==> src/include/psrc_pkg.sv <==
package psrc_pkg;
   // register byte addresses
   localparam logic [11:0] PSRC_OFS_ONE     = 12'h044;
   localparam logic [11:0] PSRC_OFS_TWO     = 12'h048;
   localparam logic [11:0] PSRC_OFS_CAP_TWO = 12'h04c;
   localparam logic [11:0] PSRC_OFS_CAP_FOUR = 12'h050;
   localparam int          PSRC_ADDR_W      = 12;
   localparam int          PSRC_DATA_W      = 32;
   localparam logic [31:0] PSRC_RESET_VAL   = 32'h0000_0000;
   // implemented (writable) bit masks
   localparam logic [31:0] PSRC_ONE_MASK    = 32'h000f_5017;
   localparam logic [31:0] PSRC_TWO_MASK    = 32'h0000_201f;
   // field positions, register one
   localparam int PSRC_TIMER_LSB  = 16;
   localparam int PSRC_TWI0_BIT   = 12;
   localparam int PSRC_TWI1_BIT   = 14;
   localparam int PSRC_SSI_BIT    = 4;
   localparam int PSRC_ASYNC_LSB  = 0;
   // field positions, register two
   localparam int PSRC_DMA_BIT    = 13;
   localparam int PSRC_PORTA_BIT  = 0;
   // capability defaults: all present (arbitrary plain defaults)
   localparam logic [31:0] PSRC_CAP_TWO_DEF  = 32'hffff_ffff;
   localparam logic [31:0] PSRC_CAP_FOUR_DEF = 32'hffff_ffff;
   // axi responses
   localparam logic [1:0] PSRC_RESP_OKAY   = 2'h0;
   localparam logic [1:0] PSRC_RESP_SLVERR = 2'h2;

   typedef struct packed {
      logic [3:0] timer;
      logic [1:0] two_wire;
      logic       sync_serial;
      logic [2:0] async_serial;
      logic       dma;
      logic [4:0] io_port;
   } psrc_unit_resets_t;
endpackage : psrc_pkg

==> src/core/psrc_ctrl.sv <==
`timescale 1ns/1ps
`default_nettype none
// How it works
// - writes to reg one only change bits whose capability-two bit is set.
// - writes to reg two only change bits whose capability-four bit is set.
// - register one bits 19..16 are read/write resets of timers 3..0.
// - reg one bit 14 resets two-wire unit 1, bit 12 unit 0; 15, 13 reserved.
// - register one bit 4 resets the sync serial unit; bit 3 is reserved.
// - register one bits 2..0 reset async serial units 2..0.
// - register two bit 13 resets the dma unit; other high bits read zero.
// - register two bits 4..0 reset io ports fifth..first.
// - every reset bit is cleared by system reset.
// - reserved bits are read-only zero; software keeps them when rewriting.
module psrc_ctrl
   import psrc_pkg::*;
(
   // clock and reset
   input  wire logic                     sys_clk,
   input  wire logic                     rst_n,
   input  wire logic                     clk_en,
   // capability masks from the system control block
   input  wire logic [31:0]              capability_mask_two,
   input  wire logic [31:0]              capability_mask_four,
   // axi4-lite write address
   input  wire logic [PSRC_ADDR_W-1:0]   s_axi_awaddr,
   input  wire logic                     s_axi_awvalid,
   output logic                          s_axi_awready,
   // axi4-lite write data
   input  wire logic [31:0]              s_axi_wdata,
   input  wire logic [3:0]               s_axi_wstrb,
   input  wire logic                     s_axi_wvalid,
   output logic                          s_axi_wready,
   // axi4-lite write response
   output logic [1:0]                    s_axi_bresp,
   output logic                          s_axi_bvalid,
   input  wire logic                     s_axi_bready,
   // axi4-lite read address
   input  wire logic [PSRC_ADDR_W-1:0]   s_axi_araddr,
   input  wire logic                     s_axi_arvalid,
   output logic                          s_axi_arready,
   // axi4-lite read data
   output logic [31:0]                   s_axi_rdata,
   output logic [1:0]                    s_axi_rresp,
   output logic                          s_axi_rvalid,
   input  wire logic                     s_axi_rready,
   // unit reset outputs, active high while held
   output psrc_pkg::psrc_unit_resets_t   unit_resets
);
   import psrc_pkg::*;

   typedef enum logic [1:0] {
      PSRC_W_IDLE = 2'b00,
      PSRC_W_RESP = 2'b01
   } psrc_wstate_t;

   function automatic logic addr_hit(input logic [PSRC_ADDR_W-1:0] a,
                                     input logic [11:0] ofs);
      return a[PSRC_ADDR_W-1:2] == ofs[PSRC_ADDR_W-1:2];
   endfunction : addr_hit

   logic [31:0]        one_reg, one_next;
   logic [31:0]        two_reg, two_next;
   logic [31:0]        one_wr, two_wr;
   psrc_wstate_t       wst_reg, wst_next;
   logic               aw_got_reg, aw_got_next;
   logic               w_got_reg, w_got_next;
   logic [PSRC_ADDR_W-1:0] awa_reg, awa_next;
   logic [31:0]        wd_reg, wd_next;
   logic [3:0]         ws_reg, ws_next;
   logic               awr_reg, awr_next;
   logic               wr_reg, wr_next;
   logic               bv_reg, bv_next;
   logic [1:0]         br_reg, br_next;
   logic               arr_reg, arr_next;
   logic               rv_reg, rv_next;
   logic [31:0]        rd_reg, rd_next;
   logic [1:0]         rr_reg, rr_next;
   psrc_unit_resets_t  ur_reg, ur_next;

   psrc_mask_write u_mask_one (
      .old_val   (one_reg),
      .wr_data   (wd_reg),
      .wr_strb   (ws_reg),
      .impl_mask (PSRC_ONE_MASK),
      .cap_mask  (capability_mask_two),
      .new_val   (one_wr)
   );
   psrc_mask_write u_mask_two (
      .old_val   (two_reg),
      .wr_data   (wd_reg),
      .wr_strb   (ws_reg),
      .impl_mask (PSRC_TWO_MASK),
      .cap_mask  (capability_mask_four),
      .new_val   (two_wr)
   );

   // write channel: latch address and data in either order, then answer
   always_comb begin
      wst_next    = wst_reg;
      aw_got_next = aw_got_reg;
      w_got_next  = w_got_reg;
      awa_next    = awa_reg;
      wd_next     = wd_reg;
      ws_next     = ws_reg;
      awr_next    = awr_reg;
      wr_next     = wr_reg;
      bv_next     = bv_reg;
      br_next     = br_reg;
      one_next    = one_reg;
      two_next    = two_reg;
      case (wst_reg)
         PSRC_W_IDLE: begin
            awr_next = !aw_got_reg;
            wr_next  = !w_got_reg;
            if (s_axi_awvalid && awr_reg) begin
               aw_got_next = 1'b1;
               awa_next    = s_axi_awaddr;
               awr_next    = 1'b0;
            end
            if (s_axi_wvalid && wr_reg) begin
               w_got_next = 1'b1;
               wd_next    = s_axi_wdata;
               ws_next    = s_axi_wstrb;
               wr_next    = 1'b0;
            end
            if (aw_got_reg && w_got_reg) begin
               awr_next = 1'b0;
               wr_next  = 1'b0;
               br_next  = PSRC_RESP_OKAY;
               // reserved bits stay zero through the implemented mask
               if (addr_hit(awa_reg, PSRC_OFS_ONE)) begin
                  one_next = one_wr;
               end else if (addr_hit(awa_reg, PSRC_OFS_TWO)) begin
                  two_next = two_wr;
               end else if (!addr_hit(awa_reg, PSRC_OFS_CAP_TWO) &&
                            !addr_hit(awa_reg, PSRC_OFS_CAP_FOUR)) begin
                  br_next = PSRC_RESP_SLVERR;
               end
               bv_next  = 1'b1;
               wst_next = PSRC_W_RESP;
            end
         end
         PSRC_W_RESP: begin
            if (s_axi_bready) begin
               bv_next     = 1'b0;
               aw_got_next = 1'b0;
               w_got_next  = 1'b0;
               awr_next    = 1'b1;
               wr_next     = 1'b1;
               wst_next    = PSRC_W_IDLE;
            end
         end
         default: wst_next = PSRC_W_IDLE;
      endcase
   end

   // read channel: one outstanding read, data one cycle after address
   always_comb begin
      arr_next = arr_reg;
      rv_next  = rv_reg;
      rd_next  = rd_reg;
      rr_next  = rr_reg;
      if (rv_reg) begin
         if (s_axi_rready) begin
            rv_next  = 1'b0;
            arr_next = 1'b1;
         end
      end else if (s_axi_arvalid && arr_reg) begin
         arr_next = 1'b0;
         rv_next  = 1'b1;
         rr_next  = PSRC_RESP_OKAY;
         if (addr_hit(s_axi_araddr, PSRC_OFS_ONE))
            rd_next = one_reg;
         else if (addr_hit(s_axi_araddr, PSRC_OFS_TWO))
            rd_next = two_reg;
         else if (addr_hit(s_axi_araddr, PSRC_OFS_CAP_TWO))
            rd_next = capability_mask_two;
         else if (addr_hit(s_axi_araddr, PSRC_OFS_CAP_FOUR))
            rd_next = capability_mask_four;
         else begin
            rd_next = 32'h0000_0000;
            rr_next = PSRC_RESP_SLVERR;
         end
      end else begin
         // idle: offer the address channel again after reset or an answer
         arr_next = 1'b1;
      end
   end

   // unit resets follow the register bits level for level
   always_comb begin
      ur_next.timer        = one_next[PSRC_TIMER_LSB +: 4];
      ur_next.two_wire     = {one_next[PSRC_TWI1_BIT],
                              one_next[PSRC_TWI0_BIT]};
      ur_next.sync_serial  = one_next[PSRC_SSI_BIT];
      ur_next.async_serial = one_next[PSRC_ASYNC_LSB +: 3];
      ur_next.dma          = two_next[PSRC_DMA_BIT];
      ur_next.io_port      = two_next[PSRC_PORTA_BIT +: 5];
   end

   always_ff @(posedge sys_clk) begin
      if (!rst_n) begin
         one_reg    <= PSRC_RESET_VAL;
         two_reg    <= PSRC_RESET_VAL;
         ur_reg     <= '0;
         wst_reg    <= PSRC_W_IDLE;
         aw_got_reg <= 1'b0;
         w_got_reg  <= 1'b0;
         awa_reg    <= '0;
         wd_reg     <= 32'h0000_0000;
         ws_reg     <= 4'h0;
         awr_reg    <= 1'b0;
         wr_reg     <= 1'b0;
         bv_reg     <= 1'b0;
         br_reg     <= PSRC_RESP_OKAY;
         arr_reg    <= 1'b0;
         rv_reg     <= 1'b0;
         rd_reg     <= 32'h0000_0000;
         rr_reg     <= PSRC_RESP_OKAY;
      end else if (clk_en) begin
         one_reg    <= one_next;
         two_reg    <= two_next;
         ur_reg     <= ur_next;
         wst_reg    <= wst_next;
         aw_got_reg <= aw_got_next;
         w_got_reg  <= w_got_next;
         awa_reg    <= awa_next;
         wd_reg     <= wd_next;
         ws_reg     <= ws_next;
         awr_reg    <= awr_next;
         wr_reg     <= wr_next;
         bv_reg     <= bv_next;
         br_reg     <= br_next;
         arr_reg    <= arr_next;
         rv_reg     <= rv_next;
         rd_reg     <= rd_next;
         rr_reg     <= rr_next;
      end
   end

   assign s_axi_awready = awr_reg;
   assign s_axi_wready  = wr_reg;
   assign s_axi_bvalid  = bv_reg;
   assign s_axi_bresp   = br_reg;
   assign s_axi_arready = arr_reg;
   assign s_axi_rvalid  = rv_reg;
   assign s_axi_rdata   = rd_reg;
   assign s_axi_rresp   = rr_reg;
   assign unit_resets   = ur_reg;

   // assertions
   reserved_one_zero_a: assert property (
      @(posedge sys_clk) disable iff (!rst_n)
      (one_reg & ~PSRC_ONE_MASK) == 32'h0)
      else $error("reserved bit set in register one");
   reserved_two_zero_a: assert property (
      @(posedge sys_clk) disable iff (!rst_n)
      (two_reg & ~PSRC_TWO_MASK) == 32'h0)
      else $error("reserved bit set in register two");
   cap_two_gate_a: assert property (
      @(posedge sys_clk) disable iff (!rst_n)
      clk_en && $stable(capability_mask_two) |=>
      (((one_reg ^ $past(one_reg)) & ~capability_mask_two) == 32'h0))
      else $error("absent unit bit changed in register one");
   cap_four_gate_a: assert property (
      @(posedge sys_clk) disable iff (!rst_n)
      clk_en && $stable(capability_mask_four) |=>
      (((two_reg ^ $past(two_reg)) & ~capability_mask_four) == 32'h0))
      else $error("absent unit bit changed in register two");
   timer_follow_a: assert property (
      @(posedge sys_clk) disable iff (!rst_n)
      unit_resets.timer == one_reg[19:16])
      else $error("timer resets do not follow register one");
   twi_ssi_follow_a: assert property (
      @(posedge sys_clk) disable iff (!rst_n)
      unit_resets.two_wire == {one_reg[14], one_reg[12]} &&
      unit_resets.sync_serial == one_reg[4])
      else $error("serial resets do not follow register one");
   uart_follow_a: assert property (
      @(posedge sys_clk) disable iff (!rst_n)
      unit_resets.async_serial == one_reg[2:0])
      else $error("async serial resets do not follow register one");
   port_dma_follow_a: assert property (
      @(posedge sys_clk) disable iff (!rst_n)
      unit_resets.io_port == two_reg[4:0] &&
      unit_resets.dma == two_reg[13])
      else $error("port or dma resets do not follow register two");
   reset_clear_a: assert property (
      @(posedge sys_clk) !rst_n |=> one_reg == 32'h0 && two_reg == 32'h0)
      else $error("reset bits not cleared by system reset");
   hold_stable_a: assert property (
      @(posedge sys_clk) disable iff (!rst_n)
      !clk_en |=> $stable(unit_resets))
      else $error("unit resets moved while frozen");
endmodule : psrc_ctrl
`default_nettype wire

==> src/core/psrc_mask_write.sv <==
`timescale 1ns/1ps
`default_nettype none
module psrc_mask_write (
   // old value and bus write
   input  wire logic [31:0] old_val,
   input  wire logic [31:0] wr_data,
   input  wire logic [3:0]  wr_strb,
   // implemented bits and capability gate
   input  wire logic [31:0] impl_mask,
   input  wire logic [31:0] cap_mask,
   // result
   output logic      [31:0] new_val
);
   logic [31:0] lane_mask;
   genvar g;
   generate
      for (g = 0; g < 4; g++) begin : g_lane
         assign lane_mask[8*g +: 8] = {8{wr_strb[g]}};
      end
   endgenerate
   // only bits that exist, are present and are strobed take the new data
   always_comb begin
      logic [31:0] en;
      en = lane_mask & impl_mask & cap_mask;
      new_val = ((old_val & ~en) | (wr_data & en)) & impl_mask;
   end
endmodule : psrc_mask_write
`default_nettype wire

==> config.mk <==
export PLATFORM = sky130hd
export DESIGN_NAME = psrc_ctrl
export DESIGN_NICKNAME = d
export VERILOG_FILES = /design/src/include/psrc_pkg.sv /design/src/core/psrc_ctrl.sv /design/src/core/psrc_mask_write.sv
export SDC_FILE = /design/constraint.sdc
export NUM_CORES = 1
export LEC_CHECK = 0
export ABC_AREA = 1
export BUFFER_PORTS_ARGS = -buffer_cell sky130_fd_sc_hd__buf_2
export CAP_MARGIN = 20
export CORE_MARGIN = 4
export CORE_UTILIZATION = 50
export CTS_CLUSTER_SIZE = 20
export DETAILED_ROUTE_END_ITERATION = 10
export GPL_TIMING_DRIVEN = 0
export PLACE_DENSITY = 0.83
export SKIP_CTS_REPAIR_TIMING = 1
export SYNTH_ARGS = -nofsm -noshare
export SYNTH_HDL_FRONTEND = slang
export SYNTH_SLANG_ARGS = --single-unit
==> constraint.sdc <==
create_clock -name sys_clk -period 2.6 [get_ports sys_clk]
set_clock_uncertainty 0.1 [all_clocks]
set_input_delay 0.26 -clock sys_clk [delete_from_list [all_inputs] [get_ports sys_clk]]
set_output_delay 0.26 -clock sys_clk [all_outputs]
set_load 0.05 [all_outputs]
# After elaboration in Yosys (flattened, before gate mapping)
# Cells that the tools add are included.
classes:
  eq_ne: 14
  mux: 41
  bitwise_logic: 11
  n_reduce_logical: 21
ops:
  columns: ["operator", "n"]
  rows:
  - ["two-way mux 32 bit", 4]
  - ["equality test 10 x 5 -> 1 bit (second input constant)", 8]
  - ["AND 20 bit", 3]
  - ["two-way mux 20 bit", 3]
  - ["two-way mux 14 bit", 4]
  - ["AND 14 bit", 3]
  - ["inverter 20 bit", 1]
  - ["bitwise OR 20 bit", 1]
  - ["two-way mux 2 bit", 9]
  - ["AND reduction 3 bit", 6]
  - ["two-way mux 1 bit", 15]
  - ["inverter 14 bit", 1]
  - ["bitwise OR 14 bit", 1]
  - ["AND reduction 4 bit", 3]
  - ["inequality test 2 bit (second input constant)", 5]
  - ["one-hot mux 1 bit (2 select lines)", 5]
  - ["logical AND 1 bit", 5]
  - ["zero test 1 bit", 4]
  - ["one-hot mux 2 bit (2 select lines)", 1]
  - ["equality test 2 x 1 -> 1 bit (second input constant)", 1]
  - ["zero test 2 bit", 1]
  - ["AND reduction 2 bit", 1]
  - ["nonzero test 2 bit", 1]
  - ["inverter 1 bit", 1]
totals:
  regBits: 112
  output_inout_bits: 57
  elab_cells: 109

# Longest topological paths before layout
# Gate-level depths: netlist of the first run.
depth:
  depth_word: 8
  depth_mapped: 11
  ltp_nobuf: 10

# Cells and area by module
# Synthesis of the first run repeated with hierarchy kept, for this count alone.
hier_totals:
  cells_unflattened: 1337
  area_unflattened_um2: 8563.2
by_module_without_submodules:
  columns: ["module", "instances", "cells_per_inst", "area_per_inst_um2", "seq_area_each_um2"]
  rows:
  - ["psrc_ctrl", 1, 945, 6871.6, 3022.9]
  - ["psrc_mask_write", 2, 196, 845.8, 0.0]

# Worst setup path before layout of the first run
# Ideal clock, no wire load.
synth_timing:
  kind: "register -> register"
  start: "register arr_reg (netlist: s_axi_arready)"
  end: "register rd_reg[28] (netlist: s_axi_rdata[28])"
  setup_ns: 0.070
  arrival_time_ns: 1.549
  t_required_ns: 2.430
  path_slack_ns: 0.881
  path_stages_with_launch: 7
  cell_sequence: "dfxtp_1 nand3_1 nor2_1 clkbuf_1 buf_2 nand2_1 a21oi_1"
synth_between:
  elab_chain_cells: 2
synth_rtl:
  columns: ["item", "line_no", "rtl"]
  rows:
  - ["start: declaration", "psrc_ctrl.sv:74", "logic arr_reg, arr_next;"]
  - ["start signal: assignment", "psrc_ctrl.sv:234", "arr_reg <= arr_next;"]
  - ["logical AND 1 bit", "psrc_ctrl.sv:168", "end else if (s_axi_arvalid && arr_reg) begin"]
  - ["AND reduction 3 bit (no source line)", null, null]
  - ["end signal: assignment", "psrc_ctrl.sv:236", "rd_reg <= rd_next;"]
  - ["end: declaration", "psrc_ctrl.sv:76", "logic [31:0] rd_reg, rd_next;"]
# No other way between the ends.
# A chain may end at the register's enable or synchronous reset.

# Worst setup path in the final report of the first run
layout_timing:
  start: "register rv_reg (netlist: s_axi_rvalid)"
  end: "register rd_reg[23] (netlist: s_axi_rdata[23])"
layout_between:
  elab_chain_cells: 2
layout_rtl:
  columns: ["item", "line_no", "rtl"]
  rows:
  - ["start: declaration", "psrc_ctrl.sv:75", "logic rv_reg, rv_next;"]
  - ["start signal: assignment", "psrc_ctrl.sv:235", "rv_reg <= rv_next;"]
  - ["inverter 1 bit (no source line)", null, null]
  - ["AND reduction 3 bit (no source line)", null, null]
# No other way between the ends.

==> flow_summary_export.csv, run 1 <==
group,metric,value,unit
run_status,outcome,"finished clean",
cts,clk_latency,0.35,ns
floorplanning,num_io_pins,189,
critical_path,crit_buf_inv,3,
cells_and_area,final_nets,924,
power_and_ir_drop,leakage,2.59,nW
placed_design,dpl.cell_count,883,
power_and_ir_drop,clockPowerShare,39.1,%
synth,synth_top_area_share,40.8,%
sta,worst_slew_pin_slew,0.572,ns
power_and_ir_drop,switchingPower,0.649,mW
floorplanning,die_w,97.7,µm
synth,yosys_warnings,0,
synth,synth_area,0.00403,mm²
sta,max_freq,0.526,GHz
power_and_ir_drop,internal-power,1.95,mW
critical_path,cp_slowest_cell,"clkbuf_1",
grt,grt-ovfl-total,0,
cts,htreeDepth,3,
cts,root_buffer,"clkbuf_8",
critical_path,critPathTopFamily,"buffers and inverters",
grt,antenna_found_initial,0,
synth,synthTopCellsByCount,"nand2_1 (139), nor2_1 (100), dfxtp_1 (82)",
route,first_iter_violations,253,
cells_and_area,seqCellArea,0.00164,mm²
cells_and_area,n_fill_cell,698,
route,dr_wl_met2,5810,µm
placed_design,gp_congestion,0.955,
cells_and_area,final_cells,899,
synth,synth_top_area_cell,"dfxtp_1",
synth,syn_area_per_cell,6.50,µm²
cells_and_area,area_delta_synth_final,28.7,%
floorplanning,die-area,0.00955,mm²
sta,tns,0,ns
route,num_vias,4637,
cts,clkTransAtPathRegs,0.08,ns
grt,grt_max_degree,14,
route,maxUsedRoutingLayer,"met4",
power_and_ir_drop,p_sw_share,24.9,%
grt,grt_use_total,25.0,%
cts,cts_sinks,82,
floorplanning,start_util,51.8,%
sta,slew_headroom,61.9,%
route,routed_wl,12300,µm
critical_path,worstSetupEndpointType,"flip-flop",
floorplanning,fp.dieH,97.7,µm
route,antenna_left,0,
critical_path,crit_path_max_incr_delay,0.49,ns
cts,cts_tree,"yes",
route,dr_wl_met3,1130,µm
sta,report.final.slew_viol_count,0,
critical_path,cp_max_fo,10,
route,first_pass_iters,5,
critical_path,path_cells,"inv_1, nand3_1, nor2_1, clkbuf_1, buf_2, nand2_1, a21oi_1",
critical_path,crit_path_start_kind,"flip-flop",
sta,setup_ws,0.699,ns
critical_path,cp.required,2.78,ns
route,drc,0,
synth,synthCells,619,
cts,cts_buffers,9,
placed_design,hpwl,9700,µm
placed_design,place_ws,0.731,ns
cells_and_area,drive_gt1_share,25.8,%
sta,setup_viol,0,
sta,rsz0062_at_grt,"no",
power_and_ir_drop,pwr-share-comb,10.9,%
synth,synth-seq-cells,82,
synth,synth.most_common_cell,"nand2_1",
power_and_ir_drop,powerDensity,502,mW/mm²
critical_path,path_class,"flip-flop to flip-flop",
route,wire_per_inst,13.6,µm
grt,grt_pass1_vias,4412,
cells_and_area,n_antenna_cell,0,
hold_path,hold_class,"input port to flip-flop",
sta,period_share,73.1,%
synth,ys_seq_area_share,40.8,%
placed_design,port_buffers,161,
synth,yosysUniqueCellTypes,28,
synth,yosys_most_used_dff,"dfxtp_1",
power_and_ir_drop,max-vdd-ir-drop,374,µV
power_and_ir_drop,p_seq_share,50.0,%
job,drv_cap,0,
synth,synth_edf_count,0,
cells_and_area,multi_input_area,0.00198,mm²
synth,synthTopCellsByArea,"dfxtp_1 (41%), nand2_1 (13%), nor2_1 (9.3%)",
route,via_per_inst,5.16,
sta,finalHoldViolCount,0,
grt,grt_pass1_wl,19900,µm
sta,min_period,1.90,ns
floorplanning,rows,32,
route,drt-met1-wl,5120,µm
cts,clk_path_buf_depth,2,
critical_path,cp.arrival,2.08,ns
sta,holdWs,0.0333,ns
synth,synth_async_sr_flop_share,0,%
floorplanning,core,0.00777,mm²
layout make-up:
type,instances,share of cell area (%)
flip-flops and latches,82,31.7
well taps,102,2.46
clock inverters,4,1.45
inverters,68,4.92
plain buffers,32,3.04
multi-input cells,438,38.1
repair buffers,161,15.5
clock buffers,12,2.80
logic make-up (layout without fill, tap and decap cells):
logic type | count (synthesis) | after routing | synth area share, %
flops | 82 | 82 | 40.8
buf+inv | 100 | 277 | 10.3
other cells | 1 | 2 | 0.0931
simple gates | 304 | 304 | 31.8
compound gates | 132 | 132 | 17.1
power by group through the flow:
| stage | Sequential, mW | Combinational [mW] | Clock (mW) |
|---|---|---|---|
| after floorplan | 1.36 | 0.117 | 0 |
| after global placement | 1.33 | 0.274 | 0 |
| after detailed placement | 1.33 | 0.280 | 0 |
| after CTS | 1.30 | 0.282 | 1.03 |
| after global routing | 1.30 | 0.313 | 1.09 |
| final | 1.30 | 0.283 | 1.02 |
metal layers:
layer,GRT usage [%],up-vias
met2,42.8,235
li1,-,2334
met1,30.5,2044
met4,10.1,0
met5,0,-
met3,5.43,24
worst min-delay path, cell delays in order:
cell and delay [ns]:
buf_2 0.07, nor2_1 0.03, nor2_1 0.08
layout by cell type, fill, tap and decap left out, types with 2 or more instances in the layout:
cell type,instances
o21ai_0,60
bufinv_16,2
nor2_4,3
a21oi_1,54
inv_1,63
inv_2,5
conb_1,2
o21ai_1,10
nand4_1,7
nor2_2,3
buf_2,169
nand3_1,45
buf_1,3
clkbuf_1,16
nand2_1,139
nand3_2,2
nor2_1,100
buf_4,5
clkinvlp_4,2
clkbuf_8,10
o2111ai_1,4
a2111oi_0,2
dfxtp_1,82
nor3_1,2
path summary, 6_finish.rpt:
path               startpoint         endpoint  slack [ns]  cells after the start
max              s_axi_rvalid  s_axi_rdata[23]        0.70                      7
min          s_axi_awaddr[11]      awa_reg[11]        0.03                      3
max reg2reg      s_axi_rvalid  s_axi_rdata[23]        0.70                      7
min reg2reg    s_axi_rdata[5]   s_axi_rdata[5]        0.36                      2
per-stage QoR:
stage	power (mW)	utilization (%)	cell area (µm²)
after global placement	1.60	63.9	4960
after detailed placement	1.61	63.9	4960
after CTS	2.61	66.7	5180
after global routing	2.71	66.7	5180
final	2.60	66.7	5180
after floorplan	1.47	-	4030
(Power assumes the default switching activity.)
==> run 2, diff against run 1 <==
Settings changed: ABC_AREA 1 to 0, CORE_UTILIZATION 50 to 45, PLACE_DENSITY 0.83 to 0.78.
Clock period 2.6 ns to 1.98 ns, I/O delays scaled along.
==> run 2 against run 1 <==
The run now ends with hold timing left; sequential share of layout area grew 1.9 points; design area shrank 5.7%; critical path depth shrank 3; non-clock buffer count grew 4; worst setup slack lost 0.60 ns; first-iteration DRC count shrank 41%; combinational power grew 33%; sequential power grew 30%; routed wire length shrank 15%; power grew 24%; register-to-register slack lost 0.60 ns; cell count shrank 19%.
==> flow_summary_export.csv, run 2 <==
group,metric,value,unit
sta,worst_slew_pin_slew,0.680,ns
floorplanning,die_w,98.2,µm
route,via_per_inst,5.08,
critical_path,crit_path_start_kind,"flip-flop",
sta,setup_viol,0,
sta,holdWs,-0.0148,ns
sta,report.final.slew_viol_count,0,
placed_design,port_buffers,160,
critical_path,cp.required,2.12,ns
cts,clk_path_buf_depth,2,
synth,synth_top_area_cell,"dfxtp_1",
cts,cts_buffers,9,
sta,slew_headroom,54.6,%
synth,synthTopCellsByArea,"dfxtp_1 (45%), nand2_1 (13%), mux2i_1 (9.6%)",
critical_path,worstSetupEndpointType,"flip-flop",
synth,synth_top_area_share,44.9,%
synth,synth-seq-cells,82,
route,routed_wl,10400,µm
synth,syn_area_per_cell,8.41,µm²
sta,max_freq,0.533,GHz
hold_path,holdPathStages,3,
power_and_ir_drop,leakage,2.34,nW
critical_path,rr_worst_depth,4,
grt,grt_pass1_vias,3575,
cells_and_area,design_area,0.00489,mm²
synth,yosys_most_used_dff,"dfxtp_1",
floorplanning,num_io_pins,189,
cts,root_buffer,"clkbuf_8",
floorplanning,core,0.00781,mm²
critical_path,cp_slowest_cell,"or4_4",
critical_path,path_class,"flip-flop to flip-flop",
placed_design,gp_congestion,0.876,
cts,clk_latency,0.34,ns
sta,period_share,94.8,%
synth,synth_area,0.00366,mm²
sta,tns,0,ns
sta,min_period,1.88,ns
floorplanning,rows,32,
critical_path,cp.arrival,2.02,ns
synth,ys_seq_area_share,44.9,%
hold_path,hold_class,"input port to flip-flop",
route,antenna_left,0,
cells_and_area,layout_commonest_cell,"buf_2",
run_status,violations,"hold timing",
power_and_ir_drop,powerDensity,661,mW/mm²
grt,antenna_found_initial,0,
sta,rsz0062_at_grt,"yes",
cells_and_area,drive_gt1_share,31.5,%
synth,synth.most_common_cell,"nand2_1",
floorplanning,fp.dieH,98.2,µm
grt,grt_pass1_wl,16900,µm
route,num_vias,3682,
cells_and_area,area_delta_synth_final,33.6,%
synth,synthTopCellsByCount,"nand2_1 (125), dfxtp_1 (82), a21oi_1 (36)",
critical_path,crit_path_max_incr_delay,0.61,ns
critical_path,cp_max_fo,6,
grt,grt_max_degree,14,
cts,clkTransAtPathRegs,0.08,ns
route,wire_per_inst,14.4,µm
job,drv_cap,0,
sta,setup_ws,0.102,ns
critical_path,path_cells,"or4_4, nor4_4, nand3_1, mux2i_1",
synth,yosysUniqueCellTypes,45,
route,first_pass_iters,4,
grt,grt-ovfl-total,0,
synth,synth_async_sr_flop_share,0,%
synth,synthCells,435,
placed_design,hpwl,8460,µm
route,drc,0,
critical_path,reg2reg_slack,0.10,ns
sta,finalHoldViolCount,6,
route,first_iter_violations,150,
cells_and_area,layout_common_cells,"buf_2 (164), nand2_1 (125), dfxtp_1 (82)",
grt,grt_use_total,21.3,%
cells_and_area,n_antenna_cell,0,
floorplanning,die-area,0.00964,mm²
cts,cts_sinks,82,
cts,htreeDepth,3,
synth,yosys_warnings,0,
run_status,outcome,"complete, but fails checks",
placed_design,postPlaceCellArea,0.00459,mm²
floorplanning,start_util,46.9,%
cts,cts_tree,"yes",
cells_and_area,final_nets,750,
placed_design,place_ws,0.0502,ns
power_and_ir_drop,max-vdd-ir-drop,412,µV
synth,synth_edf_count,0,
run 2: changes by cell type after synthesis, sizes merged, moves of 15 or more:
cell / previous run / this run
mux2i: 0 / 35
a21oi: 54 / 36
o21ai: 70 / 28
nor2: 106 / 13
nand3: 47 / 10
nand2: 140 / 125
inv: 68 / 2
run 2: path summary, 6_finish.rpt:
| path | startpoint | end |
|---|---|---|
| min reg2reg | s_axi_rdata[5] | s_axi_rdata[5] |
| max reg2reg | awa_reg[7] | flip-flop |
| min | s_axi_awaddr[10] | awa_reg[10] |
| max | awa_reg[7] | flip-flop |
run 2: critical path, delay by kind of cell (launching register included):
| kind | cells | cell delay [ns] |
|---|---|---|
| DFF | 1 | 0.32 |
| and+or+nand+nor | 3 | 1.22 |
| muxes | 1 | 0.14 |
run 2: routing by layer:
layer / part of all wire (%) / up-vias / track usage (%)
met4: 1.7 / 0 / 7.46
met5: 0 / - / 0
met1: 39 / 1650 / 24.5
met3: 8.3 / 13 / 5.79
met2: 51 / 144 / 38.0
li1: - / 1875 / -
run 2: cell families after synthesis:
| family | count (synthesis) | synth area share [%] |
|---|---|---|
| other cells | 1 | 0.102 |
| mux | 35 | 9.57 |
| flops | 82 | 44.9 |
| buf+inv | 28 | 3.35 |
| simple gates | 193 | 26.5 |
| compound gates | 94 | 15.2 |
| xor+xnor | 2 | 0.479 |
run 2: final cells by class:
class,instances,area [µm²]
fill,729,2920
multi-input combinational,326,1900
sequential,82,1640
timing repair buffer,171,908
clock buffer,11,131
tap,102,128
buffer,26,118
clock inverter,5,55.1
inverter,2,7.51
run 2: metrics by stage:
stage	cells	util (%)	hold slack (ns)	total power [mW]
final	725	62.6	-0.0148	3.23
after global routing	725	62.6	-0.00397	3.37
after CTS	714	61.2	-0.0243	3.24
after detailed placement	698	58.8	0.338	2.09
after global placement	698	58.8	0.333	2.08
after floorplan	436	-	0.234	1.92
run 2: where the power goes:
group / leakage (nW) / switching, mW / internal (mW)
logic: 1.59 / 0.210 / 0.167
clock network: 0.0893 / 0.583 / 0.580
registers: 0.663 / 0.0196 / 1.67
total: 2.34 / 0.813 / 2.42
==> run 3, diff against run 2 <==
Settings changed: ABC_AREA 0 to 1, CORE_UTILIZATION 45 to 50, PLACE_DENSITY 0.78 to 0.83.
Clock period 1.98 ns to 2.2 ns, I/O delays scaled along.
==> run 3 against run 2 <==
The run still ends with hold timing left; combinational power is 10% lower; power decreased by 4.7%; critical path depth grew 3; sequential cell count stayed put; cell count grew 24%; count of clock-buffer cells in the layout rose by 1; global-route usage increased by 3.7 points; clock power grew 3%; largest cell class unchanged; largest power group unchanged.
==> flow_summary_export.csv, run 3 (synthesized netlist as in run 1, its figures left out) <==
group,metric,value,unit
grt,grt-ovfl-total,0,
sta,max_freq,0.527,GHz
cts,root_buffer,"clkbuf_8",
sta,report.final.slew_viol_count,0,
cts,cts_buffers,9,
cells_and_area,final_nets,926,
run_status,violations,"hold timing",
critical_path,cp.arrival,2.08,ns
cells_and_area,seqCellArea,0.00164,mm²
floorplanning,num_io_pins,189,
cells_and_area,n_antenna_cell,0,
floorplanning,die_w,97.7,µm
critical_path,cp_slowest_cell,"clkbuf_1",
floorplanning,core,0.00777,mm²
grt,grt_use_total,25.0,%
power_and_ir_drop,powerDensity,592,mW/mm²
grt,antenna_found_initial,0,
cells_and_area,layout_commonest_cell,"buf_2",
placed_design,place_ws,0.331,ns
sta,tns,0,ns
critical_path,cp.required,2.38,ns
route,via_per_inst,5.16,
critical_path,crit_path_max_incr_delay,0.49,ns
grt,grt_pass1_vias,4412,
job,drv_cap,0,
critical_path,path_cells,"inv_1, nand3_1, nor2_1, clkbuf_1, buf_2, nand2_1, a21oi_1",
cells_and_area,layout_common_cells,"buf_2 (169), nand2_1 (139), nor2_1 (100)",
power_and_ir_drop,p_sw_share,25.0,%
cts,cts_tree,"yes",
sta,setup_viol,0,
cts,clk_path_buf_depth,2,
sta,holdWs,-0.000965,ns
route,antenna_left,0,
sta,period_share,86.2,%
cells_and_area,area_delta_synth_final,29.2,%
floorplanning,fp.dieH,97.7,µm
cts,clkTransAtPathRegs,0.09,ns
sta,rsz0062_at_grt,"no",
sta,slew_headroom,62.3,%
power_and_ir_drop,leakage,2.60,nW
cells_and_area,drive_gt1_share,25.8,%
route,drc,0,
placed_design,gp_congestion,0.955,
grt,grt_pass1_wl,19900,µm
power_and_ir_drop,internal-power,2.31,mW
route,num_vias,4649,
route,routed_wl,12300,µm
cells_and_area,n_fill_cell,698,
route,first_iter_violations,263,
power_and_ir_drop,p_seq_share,49.9,%
cells_and_area,multi_input_area,0.00198,mm²
critical_path,path_class,"flip-flop to flip-flop",
floorplanning,start_util,51.8,%
placed_design,port_buffers,161,
cts,cts_sinks,82,
grt,grt_max_degree,14,
placed_design,hpwl,9700,µm
power_and_ir_drop,clockPowerShare,39.1,%
sta,finalHoldViolCount,2,
critical_path,cp_max_fo,10,
cts,clk_latency,0.35,ns
hold_path,hold_class,"input port to flip-flop",
cts,htreeDepth,3,
route,wire_per_inst,13.6,µm
floorplanning,rows,32,
power_and_ir_drop,max-vdd-ir-drop,442,µV
sta,worst_slew_pin_slew,0.566,ns
route,first_pass_iters,5,
power_and_ir_drop,pwr-share-comb,11.0,%
run_status,outcome,"complete, but fails checks",
floorplanning,die-area,0.00955,mm²
sta,min_period,1.90,ns
critical_path,crit_path_start_kind,"flip-flop",
power_and_ir_drop,switchingPower,0.769,mW
critical_path,worstSetupEndpointType,"flip-flop",
sta,setup_ws,0.304,ns
## run 3: through the flow
| stage | power [mW] | std cells | util (%) | hold slack, ns | instance area, µm² |
|---|---|---|---|---|---|
| 3_5_place_dp | 1.90 | 883 | 63.9 | 0.349 | 4960 |
| 4_1_cts | 3.09 | 899 | 66.7 | -0.0179 | 5180 |
| 5_1_grt | 3.21 | 901 | 67.0 | 0.0116 | 5200 |
| 6_report | 3.08 | 901 | 67.0 | -0.000965 | 5200 |
| 3_3_place_gp | 1.89 | 883 | 63.9 | 0.344 | 4960 |
| 2_1_floorplan | 1.74 | 620 | - | 0.255 | 4030 |
## run 3: worst paths after layout
check | startpoint | to | slack, ns | cells past startpoint
worst max-delay path | s_axi_rvalid | s_axi_rdata[13] | 0.30 | 7
worst min register to register | s_axi_rdata[5] | s_axi_rdata[5] | 0.36 | 2
worst min-delay path | s_axi_wdata[3] | wd_reg[3] | -0.001 | 3
worst max register to register | s_axi_rvalid | s_axi_rdata[13] | 0.30 | 7
## run 3: cell type report
type	instances	share of cell area (%)
multi-input cells	438	38.0
plain buffers	32	3.03
clock inverters	4	1.44
clock buffers	12	2.79
flip-flops and latches	82	31.5
inverters	68	4.91
repair buffers	163	15.9
well taps	102	2.45
## run 3: power by group through the flow
stage	logic (mW)	clock network [mW]	registers (mW)
after floorplan	0.138	0	1.60
after global placement	0.323	0	1.57
after detailed placement	0.331	0	1.57
after CTS	0.333	1.22	1.54
after global routing	0.373	1.29	1.54
final	0.338	1.20	1.54
## run 3: worst max-delay path, delay by kind of cell (launching register included)
kind,cells,cell delay (ns)
AOI/OAI and AO/OA,1,0.12
buffers and inverters,3,0.91
DFF,1,0.32
and+or+nand+nor,3,0.38
## run 3: layer usage
layer,vias to the layer above,GRT usage (%),wire length [µm]
li1,2341,-,-
met1,2060,30.5,5200
met2,222,42.8,5800
met3,26,5.43,1070
met4,0,10.1,224
met5,-,0,0
